--- config.mk ---
export PLATFORM = sky130hd
export DESIGN_NAME = dor_regs
export DESIGN_NICKNAME = d
export VERILOG_FILES = /design/src/pkg/dor_pkg.sv /design/src/core/dor_i2c_front.sv /design/src/core/dor_regs.sv
export SDC_FILE = /design/constraint.sdc
export NUM_CORES = 1
export LEC_CHECK = 0
export BUFFER_PORTS_ARGS = -buffer_cell sky130_fd_sc_hd__buf_2
export CAP_MARGIN = 20
export CORE_ASPECT_RATIO = 1.2
export CORE_UTILIZATION = 41
export CTS_BUF_LIST = sky130_fd_sc_hd__clkbuf_4 sky130_fd_sc_hd__clkbuf_8 sky130_fd_sc_hd__clkbuf_16
export CTS_CLUSTER_DIAMETER = 80
export CTS_CLUSTER_SIZE = 10
export DETAILED_ROUTE_END_ITERATION = 10
export GPL_ROUTABILITY_DRIVEN = 0
export PLACE_DENSITY = 0.65
export SYNTH_ARGS = -nofsm -noshare
export SYNTH_HDL_FRONTEND = slang
export SYNTH_SLANG_ARGS = --single-unit
--- constraint.sdc ---
create_clock -name core_clk -period 2.9 [get_ports core_clk]
set_clock_uncertainty 0.1 [all_clocks]
set_input_delay 0.29 -clock core_clk [delete_from_list [all_inputs] [get_ports core_clk]]
set_output_delay 0.29 -clock core_clk [all_outputs]
set_load 0.01 [all_outputs]
--- src/pkg/dor_pkg.sv ---
// Shared constants and types for the converter register block
package dor_pkg;

    localparam logic [6:0] SLAVE_ADDR_DEFAULT = 7'h60;

    localparam logic [4:0] ADDR_CODE0_V  = 5'h00;
    localparam logic [4:0] ADDR_CODE1_V  = 5'h01;
    localparam logic [4:0] ADDR_VREF_V   = 5'h08;
    localparam logic [4:0] ADDR_PD_V     = 5'h09;
    localparam logic [4:0] ADDR_STATUS   = 5'h0a;
    localparam logic [4:0] ADDR_CODE0_NV = 5'h10;
    localparam logic [4:0] ADDR_CODE1_NV = 5'h11;
    localparam logic [4:0] ADDR_VREF_NV  = 5'h18;
    localparam logic [4:0] ADDR_PD_NV    = 5'h19;

    localparam logic [1:0] OP_WRITE = 2'h0;
    localparam logic [1:0] OP_READ  = 2'h3;
    localparam int CMD_ADDR_LSB = 3;
    localparam int CMD_OP_LSB   = 1;

    localparam int POR_FLAG_BIT = 7;
    localparam int CODE_W       = 12;
    localparam int FIELD_W      = 4;
    localparam int NUM_CH       = 2;

    localparam logic [3:0]  FIELD_MASK_SINGLE = 4'h3;
    localparam logic [3:0]  FIELD_MASK_DUAL   = 4'hf;
    localparam logic [3:0]  FIELD_RESET       = 4'h0;
    localparam logic [3:0]  BIT_CNT_LAST      = 4'h8;
    localparam logic [15:0] WORD_ALL_ONES     = 16'hffff;

    typedef enum logic [1:0] {REF_SUPPLY, REF_BANDGAP, REF_PIN_UNBUF, REF_PIN_BUF} dor_ref_sel_t;
    typedef enum logic [1:0] {PD_NORMAL, PD_LOAD_1K, PD_LOAD_100K, PD_OPEN} dor_pd_mode_t;
    typedef enum logic [2:0] {ST_IDLE, ST_RX, ST_ACK, ST_TX, ST_MACK, ST_ERR} dor_state_t;
    typedef enum logic [1:0] {K_ADDR, K_CMD, K_DHI, K_DLO} dor_kind_t;

    typedef struct packed {
        logic [CODE_W-1:0] code;
        dor_ref_sel_t      ref_sel;
        logic              ref_buf_en;
        logic              bandgap_en;
        dor_pd_mode_t      pd_mode;
        logic              powered_down;
    } dor_chan_ctl_t;

    typedef struct packed {
        logic scl_rise;
        logic scl_fall;
        logic start;
        logic stop;
        logic sda;
    } dor_bus_evt_t;

endpackage
--- src/core/dor_i2c_front.sv ---
// Serial line synchroniser and bus event detector
`timescale 1ns/10ps
module dor_i2c_front (
    input  wire logic          core_clk, // System clock
    input  wire logic          srst,     // Synchronous reset
    input  wire logic          scl_in,   // Serial clock pin
    input  wire logic          sda_in,   // Serial data pin level
    output dor_pkg::dor_bus_evt_t evt    // Registered bus events
);
    logic scl_q1;
    logic scl_q2;
    logic scl_q3;
    logic sda_q1;
    logic sda_q2;
    logic sda_q3;

    always_ff @(posedge core_clk) begin
        if (srst) begin
            scl_q1 <= 1'b1;
            scl_q2 <= 1'b1;
            scl_q3 <= 1'b1;
            sda_q1 <= 1'b1;
            sda_q2 <= 1'b1;
            sda_q3 <= 1'b1;
        end else begin
            scl_q1 <= scl_in;
            scl_q2 <= scl_q1;
            scl_q3 <= scl_q2;
            sda_q1 <= sda_in;
            sda_q2 <= sda_q1;
            sda_q3 <= sda_q2;
        end
    end

    // Start and stop are data edges while the clock stays high
    always_ff @(posedge core_clk) begin
        if (srst) begin
            evt <= '{scl_rise: 1'b0, scl_fall: 1'b0, start: 1'b0, stop: 1'b0, sda: 1'b1};
        end else begin
            evt.scl_rise <= scl_q2 & ~scl_q3;
            evt.scl_fall <= ~scl_q2 & scl_q3;
            evt.start    <= scl_q2 & scl_q3 & sda_q3 & ~sda_q2;
            evt.stop     <= scl_q2 & scl_q3 & ~sda_q3 & sda_q2;
            evt.sda      <= sda_q2;
        end
    end
endmodule

--- src/core/dor_regs.sv ---
// Serial slave and output code, reference and power-down registers
`timescale 1ns/10ps
module dor_regs #(
    parameter int RES_BITS  = 12, // Code resolution: 8, 10 or 12
    parameter int DUAL      = 1,  // 1 for two channels
    parameter int NV_PART   = 1,  // 1 when stored copies exist
    parameter int ADDR_PINS = 1   // 1 when select pins set address bits
) (
    input  wire logic           core_clk,        // System clock
    input  wire logic           srst,            // Power-on or brown-out reset
    input  wire logic           cold_rst,        // Loads stored copies with defaults
    input  wire logic           scl_in,          // Serial clock pin
    input  wire logic           sda_in,          // Serial data pin level
    input  wire logic           address_select_pin_hi, // Address bit 1 pin
    input  wire logic           address_select_pin_lo, // Address bit 0 pin
    output logic                sda_out,         // Data drive level, always low
    output logic                sda_oe_n,        // Low while pulling data low
    output logic                por_status,      // Power-on status flag
    output dor_pkg::dor_chan_ctl_t ch_ctl [dor_pkg::NUM_CH] // Per-channel control
);
    localparam logic [11:0] CODE_MASK  = 12'((32'd1 << RES_BITS) - 32'd1);
    localparam logic [11:0] CODE_MID   = CODE_MASK >> 1;
    localparam logic [3:0]  FIELD_MASK = (DUAL != 0) ? dor_pkg::FIELD_MASK_DUAL
                                                     : dor_pkg::FIELD_MASK_SINGLE;

    dor_pkg::dor_bus_evt_t evt;
    dor_pkg::dor_state_t   state;
    dor_pkg::dor_kind_t    kind;
    dor_pkg::dor_kind_t    next_kind;

    logic [1:0]  apin_meta;
    logic [1:0]  apin_sync;
    logic [6:0]  slave_addr;
    logic [3:0]  bit_cnt;
    logic [7:0]  rx_sh;
    logic [7:0]  tx_sh;
    logic [7:0]  rd_lo;
    logic [7:0]  data_hi;
    logic [4:0]  reg_addr;
    logic [4:0]  cmd_addr;
    logic [1:0]  cmd_op;
    logic        accept;
    logic        want_tx;
    logic        go_tx;
    logic        tx_lo;
    logic        mack_ok;
    logic        rd_err;
    logic [15:0] rd_word;
    logic        wr_stb;
    logic [4:0]  wr_at;
    logic [15:0] wr_word;
    logic        por_clr;
    logic [11:0] code_v  [dor_pkg::NUM_CH];
    logic [11:0] code_nv [dor_pkg::NUM_CH];
    logic [3:0]  vref_v;
    logic [3:0]  vref_nv;
    logic [3:0]  pd_v;
    logic [3:0]  pd_nv;

    dor_i2c_front u_front (
        .core_clk (core_clk),
        .srst     (srst),
        .scl_in   (scl_in),
        .sda_in   (sda_in),
        .evt      (evt)
    );

    always_ff @(posedge core_clk) begin
        if (srst) begin
            apin_meta <= 2'h0;
            apin_sync <= 2'h0;
        end else begin
            apin_meta <= {address_select_pin_hi, address_select_pin_lo};
            apin_sync <= apin_meta;
        end
    end

    assign slave_addr = (ADDR_PINS != 0)
        ? {dor_pkg::SLAVE_ADDR_DEFAULT[6:2], apin_sync}
        : dor_pkg::SLAVE_ADDR_DEFAULT;

    function automatic logic is_impl(input logic [4:0] a);
        logic ok;
        ok = (a == dor_pkg::ADDR_CODE0_V) || (a == dor_pkg::ADDR_VREF_V) ||
             (a == dor_pkg::ADDR_PD_V) || (a == dor_pkg::ADDR_STATUS) ||
             ((a == dor_pkg::ADDR_CODE1_V) && (DUAL != 0));
        if (NV_PART != 0) begin
            ok = ok || (a == dor_pkg::ADDR_CODE0_NV) || (a == dor_pkg::ADDR_VREF_NV) ||
                 (a == dor_pkg::ADDR_PD_NV) ||
                 ((a == dor_pkg::ADDR_CODE1_NV) && (DUAL != 0));
        end
        return ok;
    endfunction

    // Unimplemented bits come back as zero
    function automatic logic [15:0] read_word(input logic [4:0] a);
        logic [15:0] w;
        w = 16'h0000;
        if (a == dor_pkg::ADDR_CODE0_V) begin
            w[11:0] = code_v[0];
        end else if (a == dor_pkg::ADDR_CODE1_V) begin
            w[11:0] = code_v[1];
        end else if (a == dor_pkg::ADDR_CODE0_NV) begin
            w[11:0] = code_nv[0];
        end else if (a == dor_pkg::ADDR_CODE1_NV) begin
            w[11:0] = code_nv[1];
        end else if (a == dor_pkg::ADDR_VREF_V) begin
            w[3:0] = vref_v;
        end else if (a == dor_pkg::ADDR_VREF_NV) begin
            w[3:0] = vref_nv;
        end else if (a == dor_pkg::ADDR_PD_V) begin
            w[3:0] = pd_v;
        end else if (a == dor_pkg::ADDR_PD_NV) begin
            w[3:0] = pd_nv;
        end else if (a == dor_pkg::ADDR_STATUS) begin
            w[dor_pkg::POR_FLAG_BIT] = por_status;
        end
        return w;
    endfunction

    assign cmd_addr = rx_sh[dor_pkg::CMD_ADDR_LSB +: 5];
    assign cmd_op   = rx_sh[dor_pkg::CMD_OP_LSB +: 2];
    assign rd_word  = rd_err ? dor_pkg::WORD_ALL_ONES : read_word(reg_addr);

    // Acknowledge decision for the byte just received
    always_comb begin
        accept    = 1'b0;
        want_tx   = 1'b0;
        next_kind = kind;
        case (kind)
            dor_pkg::K_ADDR: begin
                accept    = (rx_sh[7:1] == slave_addr);
                want_tx   = rx_sh[0];
                next_kind = dor_pkg::K_CMD;
            end
            dor_pkg::K_CMD: begin
                accept    = is_impl(cmd_addr) &&
                            ((cmd_op == dor_pkg::OP_WRITE) || (cmd_op == dor_pkg::OP_READ));
                next_kind = dor_pkg::K_DHI;
            end
            dor_pkg::K_DHI: begin
                accept    = 1'b1;
                next_kind = dor_pkg::K_DLO;
            end
            default: begin
                accept    = 1'b1;
                next_kind = dor_pkg::K_CMD;
            end
        endcase
    end

    // Byte engine: open-drain data, released means one
    always_ff @(posedge core_clk) begin
        wr_stb  <= 1'b0;
        por_clr <= 1'b0;
        if (srst) begin
            state    <= dor_pkg::ST_IDLE;
            kind     <= dor_pkg::K_ADDR;
            bit_cnt  <= 4'h0;
            rx_sh    <= 8'h00;
            tx_sh    <= 8'hff;
            rd_lo    <= 8'h00;
            data_hi  <= 8'h00;
            reg_addr <= 5'h00;
            go_tx    <= 1'b0;
            tx_lo    <= 1'b0;
            mack_ok  <= 1'b0;
            rd_err   <= 1'b0;
            wr_at    <= 5'h00;
            wr_word  <= 16'h0000;
            sda_oe_n <= 1'b1;
        end else if (evt.start) begin
            state    <= dor_pkg::ST_RX;
            kind     <= dor_pkg::K_ADDR;
            bit_cnt  <= 4'h0;
            sda_oe_n <= 1'b1;
        end else if (evt.stop) begin
            state    <= dor_pkg::ST_IDLE;
            rd_err   <= 1'b0;
            sda_oe_n <= 1'b1;
        end else begin
            case (state)
                dor_pkg::ST_RX: begin
                    if (evt.scl_rise) begin
                        rx_sh   <= {rx_sh[6:0], evt.sda};
                        bit_cnt <= bit_cnt + 4'h1;
                    end else if (evt.scl_fall && bit_cnt == dor_pkg::BIT_CNT_LAST) begin
                        bit_cnt <= 4'h0;
                        kind    <= next_kind;
                        go_tx   <= accept && want_tx;
                        if (accept) begin
                            sda_oe_n <= 1'b0;
                            state    <= dor_pkg::ST_ACK;
                        end else begin
                            state <= dor_pkg::ST_ERR;
                        end
                        if (kind == dor_pkg::K_CMD) begin
                            reg_addr <= cmd_addr;
                            rd_err   <= !accept && (cmd_op == dor_pkg::OP_READ);
                        end
                        if (kind == dor_pkg::K_DHI) begin
                            data_hi <= rx_sh;
                        end
                        if (kind == dor_pkg::K_DLO) begin
                            wr_stb  <= 1'b1;
                            wr_at   <= reg_addr;
                            wr_word <= {data_hi, rx_sh};
                        end
                    end
                end
                dor_pkg::ST_ACK: begin
                    if (evt.scl_fall) begin
                        if (go_tx) begin
                            tx_sh    <= rd_word[15:8];
                            sda_oe_n <= rd_word[15];
                            // Low byte frozen now, so the flag clear cannot alter it
                            rd_lo    <= rd_word[7:0];
                            tx_lo    <= 1'b1;
                            por_clr  <= !rd_err && (reg_addr == dor_pkg::ADDR_STATUS);
                            state    <= dor_pkg::ST_TX;
                        end else begin
                            sda_oe_n <= 1'b1;
                            state    <= dor_pkg::ST_RX;
                        end
                    end
                end
                dor_pkg::ST_TX: begin
                    if (evt.scl_rise) begin
                        bit_cnt <= bit_cnt + 4'h1;
                    end else if (evt.scl_fall) begin
                        if (bit_cnt == dor_pkg::BIT_CNT_LAST) begin
                            bit_cnt  <= 4'h0;
                            sda_oe_n <= 1'b1;
                            state    <= dor_pkg::ST_MACK;
                        end else begin
                            sda_oe_n <= tx_sh[6];
                            tx_sh    <= {tx_sh[6:0], 1'b1};
                        end
                    end
                end
                dor_pkg::ST_MACK: begin
                    if (evt.scl_rise) begin
                        mack_ok <= ~evt.sda;
                    end else if (evt.scl_fall) begin
                        if (mack_ok) begin
                            tx_sh    <= tx_lo ? rd_lo : rd_word[15:8];
                            sda_oe_n <= tx_lo ? rd_lo[7] : rd_word[15];
                            if (!tx_lo) begin
                                rd_lo <= rd_word[7:0];
                            end
                            tx_lo    <= ~tx_lo;
                            state    <= dor_pkg::ST_TX;
                        end else begin
                            state <= dor_pkg::ST_ERR;
                        end
                    end
                end
                default: begin
                    sda_oe_n <= 1'b1;
                end
            endcase
        end
    end

    always_ff @(posedge core_clk) begin
        sda_out <= 1'b0;
    end

    // Only reset sets the flag, so no event can be lost to a clear
    always_ff @(posedge core_clk) begin
        if (srst) begin
            por_status <= 1'b1;
        end else if (por_clr) begin
            por_status <= 1'b0;
        end
    end

    always_ff @(posedge core_clk) begin
        if (cold_rst) begin
            vref_nv <= dor_pkg::FIELD_RESET;
        end else if (wr_stb && wr_at == dor_pkg::ADDR_VREF_NV && NV_PART != 0) begin
            vref_nv <= wr_word[3:0] & FIELD_MASK;
        end
    end

    always_ff @(posedge core_clk) begin
        if (srst) begin
            vref_v <= (NV_PART != 0) ? vref_nv : dor_pkg::FIELD_RESET;
        end else if (wr_stb && wr_at == dor_pkg::ADDR_VREF_V) begin
            vref_v <= wr_word[3:0] & FIELD_MASK;
        end
    end

    always_ff @(posedge core_clk) begin
        if (cold_rst) begin
            pd_nv <= dor_pkg::FIELD_RESET;
        end else if (wr_stb && wr_at == dor_pkg::ADDR_PD_NV && NV_PART != 0) begin
            pd_nv <= wr_word[3:0] & FIELD_MASK;
        end
    end

    always_ff @(posedge core_clk) begin
        if (srst) begin
            pd_v <= (NV_PART != 0) ? pd_nv : dor_pkg::FIELD_RESET;
        end else if (wr_stb && wr_at == dor_pkg::ADDR_PD_V) begin
            pd_v <= wr_word[3:0] & FIELD_MASK;
        end
    end

    for (genvar ch = 0; ch < dor_pkg::NUM_CH; ch++) begin : g_ch
        localparam logic [4:0] A_V  = (ch == 0) ? dor_pkg::ADDR_CODE0_V : dor_pkg::ADDR_CODE1_V;
        localparam logic [4:0] A_NV = (ch == 0) ? dor_pkg::ADDR_CODE0_NV : dor_pkg::ADDR_CODE1_NV;
        dor_pkg::dor_ref_sel_t sel;
        dor_pkg::dor_pd_mode_t pdm;

        assign sel = dor_pkg::dor_ref_sel_t'(vref_v[2*ch +: 2]);
        assign pdm = dor_pkg::dor_pd_mode_t'(pd_v[2*ch +: 2]);

        always_ff @(posedge core_clk) begin
            if (cold_rst) begin
                code_nv[ch] <= CODE_MID;
            end else if (wr_stb && wr_at == A_NV && NV_PART != 0) begin
                code_nv[ch] <= wr_word[11:0] & CODE_MASK;
            end
        end

        always_ff @(posedge core_clk) begin
            if (srst) begin
                code_v[ch] <= (NV_PART != 0) ? code_nv[ch] : CODE_MID;
            end else if (wr_stb && wr_at == A_V) begin
                code_v[ch] <= wr_word[11:0] & CODE_MASK;
            end
        end

        always_ff @(posedge core_clk) begin
            if (srst) begin
                ch_ctl[ch] <= '{code: 12'h000, ref_sel: dor_pkg::REF_SUPPLY,
                                ref_buf_en: 1'b0, bandgap_en: 1'b0,
                                pd_mode: dor_pkg::PD_NORMAL, powered_down: 1'b0};
            end else begin
                ch_ctl[ch].code         <= code_v[ch];
                ch_ctl[ch].ref_sel      <= sel;
                ch_ctl[ch].ref_buf_en   <= (sel == dor_pkg::REF_PIN_BUF) ||
                                           (sel == dor_pkg::REF_BANDGAP);
                ch_ctl[ch].pd_mode      <= pdm;
                ch_ctl[ch].powered_down <= (pdm != dor_pkg::PD_NORMAL);
                if (sel == dor_pkg::REF_BANDGAP) begin
                    ch_ctl[ch].bandgap_en <= 1'b1;
                end else if (sel == dor_pkg::REF_SUPPLY || sel == dor_pkg::REF_PIN_UNBUF) begin
                    ch_ctl[ch].bandgap_en <= 1'b0;
                end
            end
        end
    end
endmodule

=== Word level (Yosys, flattened, before mapping) ===
Memory sizes are Yosys's and may differ from the RTL's.
Cells that the tools add are included.

* Register bits: 134
* Memory bits (writable): 48
* Input bits: 7
* Output and inout bits: 41
* Logic and storage cells: 317
* Memories kept: 2

* Add/sub/neg operators: 1
* Equal/unequal tests: 64
* Muxes and demuxes: 111
* Bitwise operators: 24
* Reduce and logical (&&, ||, !) cells: 68

{| class="wikitable"
|+ Memories
! name !! depth !! width !! read ports !! clocked after Yosys merged registers in !! wr ports !! line !! source
|-
| code_nv || 2 || 12 || 2 || 0 || 2 || dor_regs.sv:54 || <nowiki>logic [11:0] code_nv [dor_pkg::NUM_CH];</nowiki>
|-
| code_v || 2 || 12 || 2 || 0 || 2 || dor_regs.sv:53 || <nowiki>logic [11:0] code_v [dor_pkg::NUM_CH];</nowiki>
|}

{| class="wikitable"
|+ Operators by type and width
! cell !! number
|-
| 12-bit two-way mux || 7
|-
| 7-bit two-way mux || 9
|-
| 5-bit == test (second input constant) || 12
|-
| 4-bit two-way mux || 15
|-
| 1-bit two-way mux || 53
|-
| 8-bit two-way mux || 6
|-
| 5-bit by 4-bit == test with 1-bit output (second input constant) || 8
|-
| 9-bit AND reduction || 4
|-
| 3-bit two-way mux || 11
|-
| 2-bit != test (second input constant) || 11
|-
| 2-bit nonzero test || 11
|-
| 7-bit one-hot mux with 3 select lines || 1
|-
| 6-bit AND reduction || 3
|-
| 16-bit two-way mux || 1
|-
| 8-bit one-hot mux with 2 select lines || 1
|-
| 5-bit by 1-bit == test with 1-bit output (second input constant) || 3
|-
| 5-bit zero test || 3
|-
| 5-bit AND reduction || 3
|-
| 2-bit == test (second input constant) || 7
|-
| 1-bit logical AND || 13
|-
| 1-bit logical OR || 13
|-
| 1-bit inverter || 13
|-
| 4-bit by 1-bit != test with 1-bit output (second input constant) || 3
|-
| 4-bit != test (second input constant) || 3
|-
| other kinds (30) || 54
|}

=== Depth between registers and ports, before layout ===
Gate-level depths: netlist of run 1.

* Word-level depth: 19
* Mapped depth: 8
* Depth with buffers taken out: 7

=== Cells and area by module ===
From an unflattened synthesis of run 1, not the netlist that was laid out.

* Cell total of the unflattened synthesis: 714
* Area, all modules: 7702.4 um2

{| class="wikitable"
|+ Modules (own cells, without submodules)
! module !! instances !! cells each !! area an instance (um2) !! sequential area each (um2)
|-
| dor_regs || 1 || 691 || 7394.6 || 4003.8
|-
| dor_i2c_front || 1 || 23 || 307.8 || 200.2
|}

=== Worst setup path before layout of run 1 ===
Ideal clock, no wire load.

* Path kind: reg-to-reg
* From: reg bit_cnt[0]
* To: reg wr_at[4]
* Library setup time: 128 ps
* Arrival: 1815 ps
* Data required time: 2672 ps
* Setup slack: 858 ps
* Stages on the path, launching flop included: 9
* Path buffers: 1
* Period minus slack after synthesis: 2042 ps
* Cells stage by stage: dfxtp_1 -> inv_1 -> ha_1 -> and4bb_1 -> nand4b_4 -> nor3b_4 -> buf_8 -> mux2i_1 -> nor2_1

* Word-level cells in the longest chain between the ends: 3

{| class="wikitable"
|+ Ends and longest elaborated chain
! element !! line !! source
|-
| start: declaration || dor_regs.sv:34 || <nowiki>logic [3:0] bit_cnt;</nowiki>
|-
| start signal: assignment || dor_regs.sv:186 || <nowiki>bit_cnt <= bit_cnt + 4'h1;</nowiki>
|-
| start signal: assignment || dor_regs.sv:229 || <nowiki>bit_cnt <= bit_cnt + 4'h1;</nowiki>
|-
| 4-bit == test || dor_regs.sv:187 || <nowiki>end else if (evt.scl_fall && bit_cnt == dor_pkg::BIT_CNT_LAST) begin</nowiki>
|-
| 1-bit logical AND || dor_regs.sv:187 ||
|-
| 6-bit AND reduction (no source line) || - ||
|-
| end signal: assignment || dor_regs.sv:206 || <nowiki>wr_at <= reg_addr;</nowiki>
|-
| end: declaration || dor_regs.sv:50 || <nowiki>logic [4:0] wr_at;</nowiki>
|}

Every way passes these cells.
A chain may end at the register's enable or synchronous reset.

==> metrics.md, run 1 <==
| Metric | Value |
|---|---|
| Post-Synthesis Cells | around 690 |
| Max Cap Violations | 0 |
| Yosys top cell by area | dfxtp_1 |
| Setup CP Type | flip-flop to flip-flop |
| Clk root buf | clkbuf_16 |
| Setup crit start | wr_at[4] |
| RSZ-0062 raised after global routing | no |
| Area of the die | roughly 19000 µm² |
| Crit. End Element | flip-flop |
| Worst hold slack | 215.5 ps |
| I/O Buffers | 46 |
| Cts bufs inserted | 17 |
| # rows | between 50 and 60 |
| Layout cells sized above 1 | 0.1984 |
| Area Growth Syn to Fin | 14.40% |
| CTS hold repair buffers | 4 |
| Final ANT Viol Nets | 0 |
| Ports | between 40 and 50 |
| Placed inst area | 8170 µm² |
| Peak supply drop | 424.5 µV |
| Distinct cell type count after synthesis | 66 |
| Ys Warns | 0 |
| Post-Route WL | about 17000 µm |
| Register area share after synthesis | 0.5436 |
| Outcome | complete, no violations |
| Final core utilization | 0.4832 |
| Post-synth net total | around 700 |
| Post-CTS resize count | 0 |
| GRT Total Usage | 0.1843 |
| Ranking of synthesized cells by area | dfxtp_1 33%, edfxtp_1 22%, mux2i_1 5.6% |
| Core area | around 18000 µm² |
| CP endpoint | code_v[0][8] |
| Worst-path clk slew | 60 ps |
| Worst-case clock buffer depth | 2 |
| Top-area cell type share of the netlist area | 0.3262 |
| Netlist Area Pre-Place | 7734 µm² |
| Initial antenna violation count | 0 |
| CTS tree | done |
| DR pass1 iterations | 4 |
| Seq cells post-synth | ~180 |
| Pwr Density | 598.7 nW/µm² |
| Chip width | 127.4 µm |
| Final setup margin | 390.0 ps |
| Total power | between 5 and 6 mW |
| Final Cycle Share | 0.8655 |
| Die height | between 150 and 200 µm |
| CP Launch Type | flip-flop |
| Setup TNS | 0 ps |
| Worst skew pair latency | approximately 430 ps |
| Worst r2r path cells | 3 |
| Reg2reg start | wr_at[4] |
| First-pass GRT wire length | about 28000 µm |
| Dpl cells | between 900 and 1k |
| Vias | between 5k and 6k |
| Top_reg_cell synth | dfxtp_1 |
| Arr. time, crit path | roughly 2600 ps |
| H-tree Lvls | 4 |
| Avg WL per Cell | about 17 µm |
| NumNets Final | ~740 |
| Pre-CTS setup slack | approximately 450 ps |
| Sinks on Clock Net | approximately 180 |
| Hold WC Path Type | input pin to flip-flop |
| FF-to-FF End | code_v[0][8] |
| Diodes inserted | 0 |
| Post-detail-place hpwl | between 10000 and 15000 µm |
| R2R Setup Slk | about 390 ps |
| Post-route insts no fill | between 900 and 1k |
| Final Hold Vio Count | 0 |
| Initial Util | 0.4224 |
| Fmax | roughly 400 MHz |
| Final min period | ~2500 ps |
| Least-Margin Pin Slew | 864.1 ps |
| Leakage | 3.145 nW |
| Vias in the first global route | between 5k and 6k |
| CP Max Fanout | 12 |
| Max_slew headroom | 0.4195 |
| Drc violations | 0 |
| Worst EP required | 2980 ps |
| DRT iter0 DRCs | a little under 300 |
| Final setup vio count | 0 |
| GRT overflow | 0 |
| Post-synth EDFFs | 56 |
| Largest net degree at the start of global routing | ~110 |
| Fin. max-slew vios | 0 |
| Synth async-reset ratio | 0 |
| Post-CTS setup buffer count | 0 |
| Design area | 8847 µm² |
| Vias per cell | between 5 and 6 |
| Avg Inst Size Synth | ~11 µm² |
-- worst max-delay path, stage by stage, from the launching register on --
cell,delay (ps)
dfxtp_1,320
nor4b_1,680
and3_1,740
mux2_2,410
-- flip-flops by register name, summed over array words and instances, names as in the netlist, 3 cells and up --
signal and count:
tx_sh 7, vref_nv 4, state 3, code_nv 24, pd_v 4, rd_lo 8
pd_nv 4, u_front.evt 5, reg_addr 5, bit_cnt 4, data_hi 4, ch_ctl 38
rx_sh 8, wr_at 5, vref_v 4, wr_word 12, code_v 24
-- kinds of logic (layout without fill, tap and decap cells) --
logic type,count (synthesis),in the layout,synth area share
fa+ha+maj,8,8,0.01294
mux,82,82,0.1241
compound gates,102,102,0.09449
buf+inv,63,115,0.03883
simple gates,246,246,0.1799
other cells,1,1,0.0004849
xor+xnor,5,5,0.005662
flops,182,182,0.5436
-- cell usage in the layout, fill, tap and decap left out, types with 23 or more instances in the layout --
cell type	count
edfxtp_1	56
mux2i_1	43
nor2b_1	49
mux2_2	31
buf_2	45
dfxtp_1	126
nand2_1	40
or3_1	23
nor2_1	53
-- where the power goes --
part           leakage (nW)  internal, mW  switching, mW
logic                  1.38        0.0533         0.0965
registers              1.45          2.66         0.0146
clock network         0.318          1.51          0.963
-- cells in the mapped netlist (8+ instances only) --
| library cell | number |
|---|---|
| a21oi_1 | 14 |
| edfxtp_1 | 56 |
| o21ai_0 | 15 |
| buf_2 | 9 |
| mux4_2 | 8 |
| nor3_1 | 10 |
| mux2_2 | 31 |
| mux2i_1 | 43 |
| a211o_1 | 8 |
| a211oi_1 | 11 |
| or2_2 | 8 |
| nand3_1 | 13 |
| or3_1 | 23 |
| inv_1 | 18 |
| ha_1 | 8 |
| dfxtp_1 | 126 |
| clkbuf_1 | 27 |
| nand2_1 | 40 |
| nand2b_1 | 9 |
| nor2b_1 | 49 |
| a22oi_1 | 10 |
| nor2_1 | 53 |
-- area by class of cell --
type / instances / area (µm²)
clock buffers: 20 / 465.4
clock inverters: 12 / 171.4
fillers: 1617 / 9463
inverters: 19 / 71.32
multi-input cells: 444 / 3229
flip-flops and latches: 182 / 4204
well taps: 252 / 315.3
repair buffers: 64 / 390.4
-- how the worst min path moves through the flow --
stage	start	depth (start not counted)	endpoint
global placement	u_front.scl_q1	1	u_front.scl_q2
detailed placement	u_front.sda_q1	1	u_front.sda_q2
floorplan	por_clr	1	por_status
global route	srst	4	state[1]
CTS	srst	4	state[1]
finish	srst	4	state[1]
-- per-layer routing --
metal | vias to the layer above | GRT usage | share of wire
met5 | - | 0 | 0
met4 | 0 | 0.08787 | 0.027
met3 | 32 | 0.03195 | 0.047
met2 | 147 | 0.2969 | 0.48
met1 | 2584 | 0.2392 | 0.45
li1 | 2561 | - | -
(Power assumes the default switching activity.)
==> run 2: changes to the inputs <==
--- a/config.mk
+++ b/config.mk
@@ -8,3 +8,2 @@
 export BUFFER_PORTS_ARGS = -buffer_cell sky130_fd_sc_hd__buf_2
-export CAP_MARGIN = 20
 export CORE_ASPECT_RATIO = 1.2
@@ -16,2 +15,3 @@
 export GPL_ROUTABILITY_DRIVEN = 0
+export GPL_TIMING_DRIVEN = 0
 export PLACE_DENSITY = 0.65
--- a/constraint.sdc
+++ b/constraint.sdc
@@ -4,2 +4,2 @@
 set_output_delay 0.29 -clock core_clk [all_outputs]
-set_load 0.01 [all_outputs]
+set_load 0.02 [all_outputs]
==> metrics.md, run 2 (synthesized netlist as in run 1, its figures left out) <==
| Metric | Value |
|---|---|
| RSZ-0062 raised after global routing | no (unchanged) |
| Fill count | 1653 (was 1617) |
| Max_slew headroom | 0.4323 (was 0.4195) |
| Fmax | 398.5 MHz (was 398.4 MHz) |
| Max Cap Violations | 0 (unchanged) |
| Worst hold slack | 116.1 ps (was 215.5 ps) |
| Worst-path clk slew | 70 ps (was 60 ps) |
| Top Registers | ch_ctl (38), code_nv (24), code_v (24) (unchanged) |
| Post-detail-place hpwl | 13550 µm (was 11390 µm) |
| Commonest non-fill, non-tap cell in the layout | dfxtp_1 (unchanged) |
| Post-Route WL | 18900 µm (was 16890 µm) |
| Commonest non-fill, non-tap cells in the layout | 126 x dfxtp_1, 56 x edfxtp_1, 55 x buf_2 (was 126 x dfxtp_1, 56 x edfxtp_1, 53 x nor2_1) |
| Most used routing layer | met2 (unchanged) |
| CTS hold repair buffers | 4 (unchanged) |
| Final min period | 2509 ps (was 2510 ps) |
| Core area | 18310 µm² (unchanged) |
| Peak supply drop | 422.5 µV (was 424.5 µV) |
| Initial Util | 0.4224 (unchanged) |
| CP Launch Type | flip-flop (unchanged) |
| Pwr Density | 589.1 nW/µm² (was 598.7 nW/µm²) |
| NumNets Final | 773 (was 743) |
| I/O Buffers | 46 (unchanged) |
| Area of the die | 19420 µm² (unchanged) |
| Vias | 5520 (was 5324) |
| Worst Hold Launch | cold_rst (was srst) |
| H-tree Lvls | 4 (unchanged) |
| Largest net degree at the start of global routing | 17 (was 109) |
| Least-Margin Pin Slew | 845.0 ps (was 864.1 ps) |
| DR pass1 iterations | 6 (was 4) |
| Final setup vio count | 0 (unchanged) |
| Setup CP Type | flip-flop to flip-flop (unchanged) |
| Chip width | 127.4 µm (unchanged) |
| GR Util met2 | 0.3362 (was 0.2969) |
| GRT Total Usage | 0.2077 (was 0.1843) |
| Reg2reg start | wr_at[1] (was wr_at[4]) |
| Final ANT Viol Nets | 0 (unchanged) |
| Setup crit start | wr_at[1] (was wr_at[4]) |
| Vias in the first global route | 5619 (was 5142) |
| Outcome | complete, no violations (unchanged) |
| Post-route insts no fill | 1023 (was 993) |
| Final Hold Vio Count | 0 (unchanged) |
| Met1 GRT Util | 0.2633 (was 0.2392) |
| Drc violations | 0 (unchanged) |
| Max stage delay cell, worst path | nor4bb_1 (was and3_1) |
| Die height | 152.5 µm (unchanged) |
| Post-CTS resize count | 0 (unchanged) |
| Avg WL per Cell | 18.47 µm (was 17.01 µm) |
| Sinks on Clock Net | 182 (unchanged) |
| Vias per cell | 5.396 (was 5.362) |
| Setup TNS | 0 ps (unchanged) |
| Worst-case clock buffer depth | 2 (unchanged) |
| Area Growth Syn to Fin | 15.48% (was 14.40%) |
| Layout cells sized above 1 | 0.1958 (was 0.1984) |
| Worst EP required | 2860 ps (was 2980 ps) |
| Crit. End Element | flip-flop (unchanged) |
| WP buf/inv | 1 (was 0) |
| CTS tree | done (unchanged) |
| Crit-path leading delay family | simple AND/OR/NAND/NOR gates (unchanged) |
| Crit path cell chain | nor4bb_1 -> nand2_1 -> clkbuf_1 -> nand2b_1 (was nor4b_1 -> and3_1 -> mux2_2) |
| Clk root buf | clkbuf_16 (unchanged) |
| Met3 usage | 0.03652 (was 0.03195) |
| Biggest register | ch_ctl (unchanged) |
| Fin. max-slew vios | 0 (unchanged) |
| Leakage | 3.180 nW (was 3.145 nW) |
| # rows | 54 (unchanged) |
| DRT iter0 DRCs | 393 (was 294) |
| GRT overflow | 0 (unchanged) |
| Max reg flops | 38 (unchanged) |
| Worst skew pair latency | 440 ps (was 430 ps) |
| Hold WC Path Type | input pin to flip-flop (unchanged) |
| Max stage delay on crit path | 610 ps (was 740 ps) |
| Ports | 48 (unchanged) |
| Initial antenna violation count | 0 (unchanged) |
| Diodes inserted | 0 (unchanged) |
| Final Cycle Share | 0.8652 (was 0.8655) |
| Cts bufs inserted | 17 (unchanged) |
| CP Max Fanout | 12 (unchanged) |
| Arr. time, crit path | 2470 ps (was 2590 ps) |
| Post-CTS setup buffer count | 0 (unchanged) |
| First-pass GRT wire length | 30590 µm (was 27570 µm) |
| Dpl cells | 987 (was 957) |
run 2: cell types whose count changed in the layout (fill, tap and decap cells not counted), moves of 2 or more:
| cell | delta |
|---|---|
| buf_6 | +4 |
| clkinv_4 | +2 |
| buf_2 | +10 |
| clkbuf_1 | +27 |
| buf_4 | -11 |
run 2: through the flow:
stage / util / instance area, µm² / worst slack, ps / power (mW)
final: 0.4878 / 8931 / 390.9 / 5.261
after global routing: 0.4878 / 8931 / 254.1 / 5.429
after CTS: 0.4878 / 8931 / 380.1 / 5.295
after detailed placement: 0.4522 / 8279 / 379.3 / 2.910
after global placement: 0.4522 / 8279 / 455.8 / 2.905
after floorplan: - / 7734 / 857.6 / 2.835
run 2: path summary, 6_finish.rpt:
path / slack (ps) / end / cells after the start
setup / recovery: 390 / code_nv[0][10] / 4
hold / removal: 120 / code_nv[1][1] / 2
setup reg to reg: 390 / code_nv[0][10] / 4
hold reg to reg: 310 / u_front.sda_q2 / 1
run 2: cell type report:
class	count	area [µm²]	share of cell area
clock buffers	19	440.4	0.04931
clock inverters	13	171.4	0.01919
plain buffers	44	229.0	0.02564
well taps	252	315.3	0.03530
multi-input cells	444	3229	0.3616
inverters	19	71.32	0.007985
flip-flops and latches	182	4204	0.4707
repair buffers	50	270.3	0.03026
run 2: where the power goes:
group	internal, mW	switching [mW]	total [mW]	leakage, nW
clock	1.39	1.02	2.41	0.301
sequential	2.66	0.0136	2.67	1.45
combinational	0.0524	0.134	0.186	1.43
total	4.10	1.16	5.26	3.18
run 2: per-layer routing:
| layer | vias to the layer above | wire length (µm) |
|---|---|---|
| met5 | - | 0 |
| met4 | 0 | 720 |
| met3 | 42 | 774 |
| met2 | 179 | 9081 |
| met1 | 2675 | 8320 |
| li1 | 2624 | - |
==> run 3: changes to the inputs <==
- CORE_MARGIN: default -> 5
- clock period: 2.9 -> 2.8 ns (I/O delays scaled with it)
==> metrics.md, run 3 (synthesized netlist as in run 1, its figures left out) <==
| Metric | Value |
|---|---|
| Layout cells sized above 1 | 0.1958 (unchanged) |
| DRT iter0 DRCs | 385 (was 393) |
| Worst skew pair latency | 430 ps (was 440 ps) |
| Ports | 48 (unchanged) |
| Initial antenna violation count | 0 (unchanged) |
| Reg power frac | 0.523 (was 0.507) |
| Reg2reg start | wr_at[1] (unchanged) |
| H-tree Lvls | 4 (unchanged) |
| Post-Route WL | 18490 µm (was 18900 µm) |
| Switching part of the total | 0.2259 (was 0.2211) |
| Post-route insts no fill | 1027 (was 1023) |
| Worst Hold Launch | cold_rst (unchanged) |
| Fmax | 396.4 MHz (was 398.5 MHz) |
| Max reg flops | 38 (unchanged) |
| Vias per cell | 5.207 (was 5.396) |
| Sinks on Clock Net | 182 (unchanged) |
| Final setup vio count | 0 (unchanged) |
| Worst-path clk slew | 70 ps (about the same) |
| Crit. End Element | flip-flop (unchanged) |
| # rows | 55 (was 54) |
| Leakage | 3.160 nW (was 3.180 nW) |
| Internal Pwr Total | 4.092 mW (was 4.098 mW) |
| CTS tree | done (unchanged) |
| Max_slew headroom | 0.4493 (was 0.4323) |
| Outcome | complete, no violations (unchanged) |
| Post-CTS resize count | 0 (unchanged) |
| Cts bufs inserted | 17 (unchanged) |
| Top Registers | ch_ctl (38), code_nv (24), code_v (24) (unchanged) |
| Placed inst area | 8284 µm² (was 8279 µm²) |
| Commonest non-fill, non-tap cell in the layout | dfxtp_1 (unchanged) |
| Commonest non-fill, non-tap cells in the layout | 126 x dfxtp_1, 56 x edfxtp_1, 55 x buf_2 (unchanged) |
| Final ANT Viol Nets | 0 (unchanged) |
| Post-CTS setup buffer count | 0 (unchanged) |
| Least-Margin Pin Slew | 819.7 ps (was 845.0 ps) |
| Clk root buf | clkbuf_16 (unchanged) |
| Core area | 18720 µm² (was 18310 µm²) |
| Post-detail-place hpwl | 13230 µm (was 13550 µm) |
| Worst EP required | 2760 ps (was 2860 ps) |
| Die height | 160.5 µm (was 152.5 µm) |
| Net Sw Power | 1.194 mW (was 1.163 mW) |
| Dpl cells | 991 (was 987) |
| Diodes inserted | 0 (unchanged) |
| Hold WC Path Type | input pin to flip-flop (unchanged) |
| Vias | 5348 (was 5520) |
| Pwr Density | 594.2 nW/µm² (was 589.1 nW/µm²) |
| Design area | 8896 µm² (was 8931 µm²) |
| Avg WL per Cell | 18.00 µm (was 18.47 µm) |
| Max Cap Violations | 0 (unchanged) |
| First-pass GRT wire length | 29350 µm (was 30590 µm) |
| RSZ-0062 raised after global routing | no (unchanged) |
| I/O Buffers | 46 (unchanged) |
| Initial Util | 0.4132 (was 0.4224) |
| Vias in the first global route | 5338 (was 5619) |
| Chip width | 135.4 µm (was 127.4 µm) |
| DR pass1 iterations | 5 (was 6) |
| Worst-case clock buffer depth | 2 (unchanged) |
| Setup CP Type | flip-flop to flip-flop (unchanged) |
| Clock power frac | 0.441 (was 0.457) |
| NumNets Final | 773 (unchanged) |
| Drc violations | 0 (unchanged) |
| Final Cycle Share | 0.9010 (was 0.8652) |
| CP Max Fanout | 12 (unchanged) |
| Fin. max-slew vios | 0 (unchanged) |
| Setup TNS | 0 ps (unchanged) |
| Arr. time, crit path | 2480 ps (was 2470 ps) |
| Combinational share of power | 0.036 (was 0.035) |
| GRT overflow | 0 (unchanged) |
| Final min period | 2523 ps (was 2509 ps) |
| Area of the die | 21720 µm² (was 19420 µm²) |
| CTS hold repair buffers | 4 (unchanged) |
| Setup crit start | wr_at[1] (unchanged) |
| Area Growth Syn to Fin | 15.03% (was 15.48%) |
| GRT Total Usage | 0.1745 (was 0.2077) |
| Peak supply drop | 498.2 µV (was 422.5 µV) |
| CP Launch Type | flip-flop (unchanged) |
| Final Hold Vio Count | 0 (unchanged) |
| Biggest register | ch_ctl (unchanged) |
| Largest net degree at the start of global routing | 17 (unchanged) |
| Worst hold slack | 127.2 ps (was 116.1 ps) |
==> run 3: critical path, stage by stage, from the launching register on <==
cell and delay, ps:
dfxtp_1 330, nor4bb_1 610, nand2_1 250, clkbuf_1 290
nand2b_1 570
==> run 3: routing by layer <==
layer  wire [µm]  vias to the layer above  GRT usage
li1            -                     2627          -
met1        8209                     2552     0.2252
met2        9082                      142     0.2923
met3         730                       27    0.03258
met4         463                        0    0.06187
met5           0                        -          0
==> run 3: layout make-up <==
cell class	count	area [µm²]
buffer	44	229.0
clock buffer	21	455.4
clock inverter	11	116.4
fill	1779	9822
inverter	19	71.32
multi-input combinational	444	3229
sequential	182	4204
tap	256	320.3
timing repair buffer	50	270.3
==> run 3: power by group through the flow <==
stage	clock, mW	sequential [mW]	combinational (mW)
floorplan	0	2.86	0.0810
global placement	0	2.82	0.190
detailed placement	0	2.82	0.191
CTS	2.36	2.76	0.197
global route	2.49	2.77	0.210
finish	2.33	2.76	0.193
==> run 3: worst paths after layout <==
check | depth (start not counted) | endpoint | slack (ps)
worst min register to register | 1 | u_front.scl_q2 | 310
worst min-delay path | 2 | code_nv[1][0] | 130
worst max register to register | 4 | code_nv[0][4] | 280
worst max-delay path | 4 | code_nv[0][4] | 280
==> run 3: through the flow <==
step                power, mW  utilization  setup WS [ps]
finish                  5.286       0.4753          277.1
CTS                     5.322       0.4753          309.1
detailed placement      3.014       0.4426          344.1
global placement        3.012       0.4426          328.0
global route            5.469       0.4753          141.9
floorplan               2.937            -          757.6
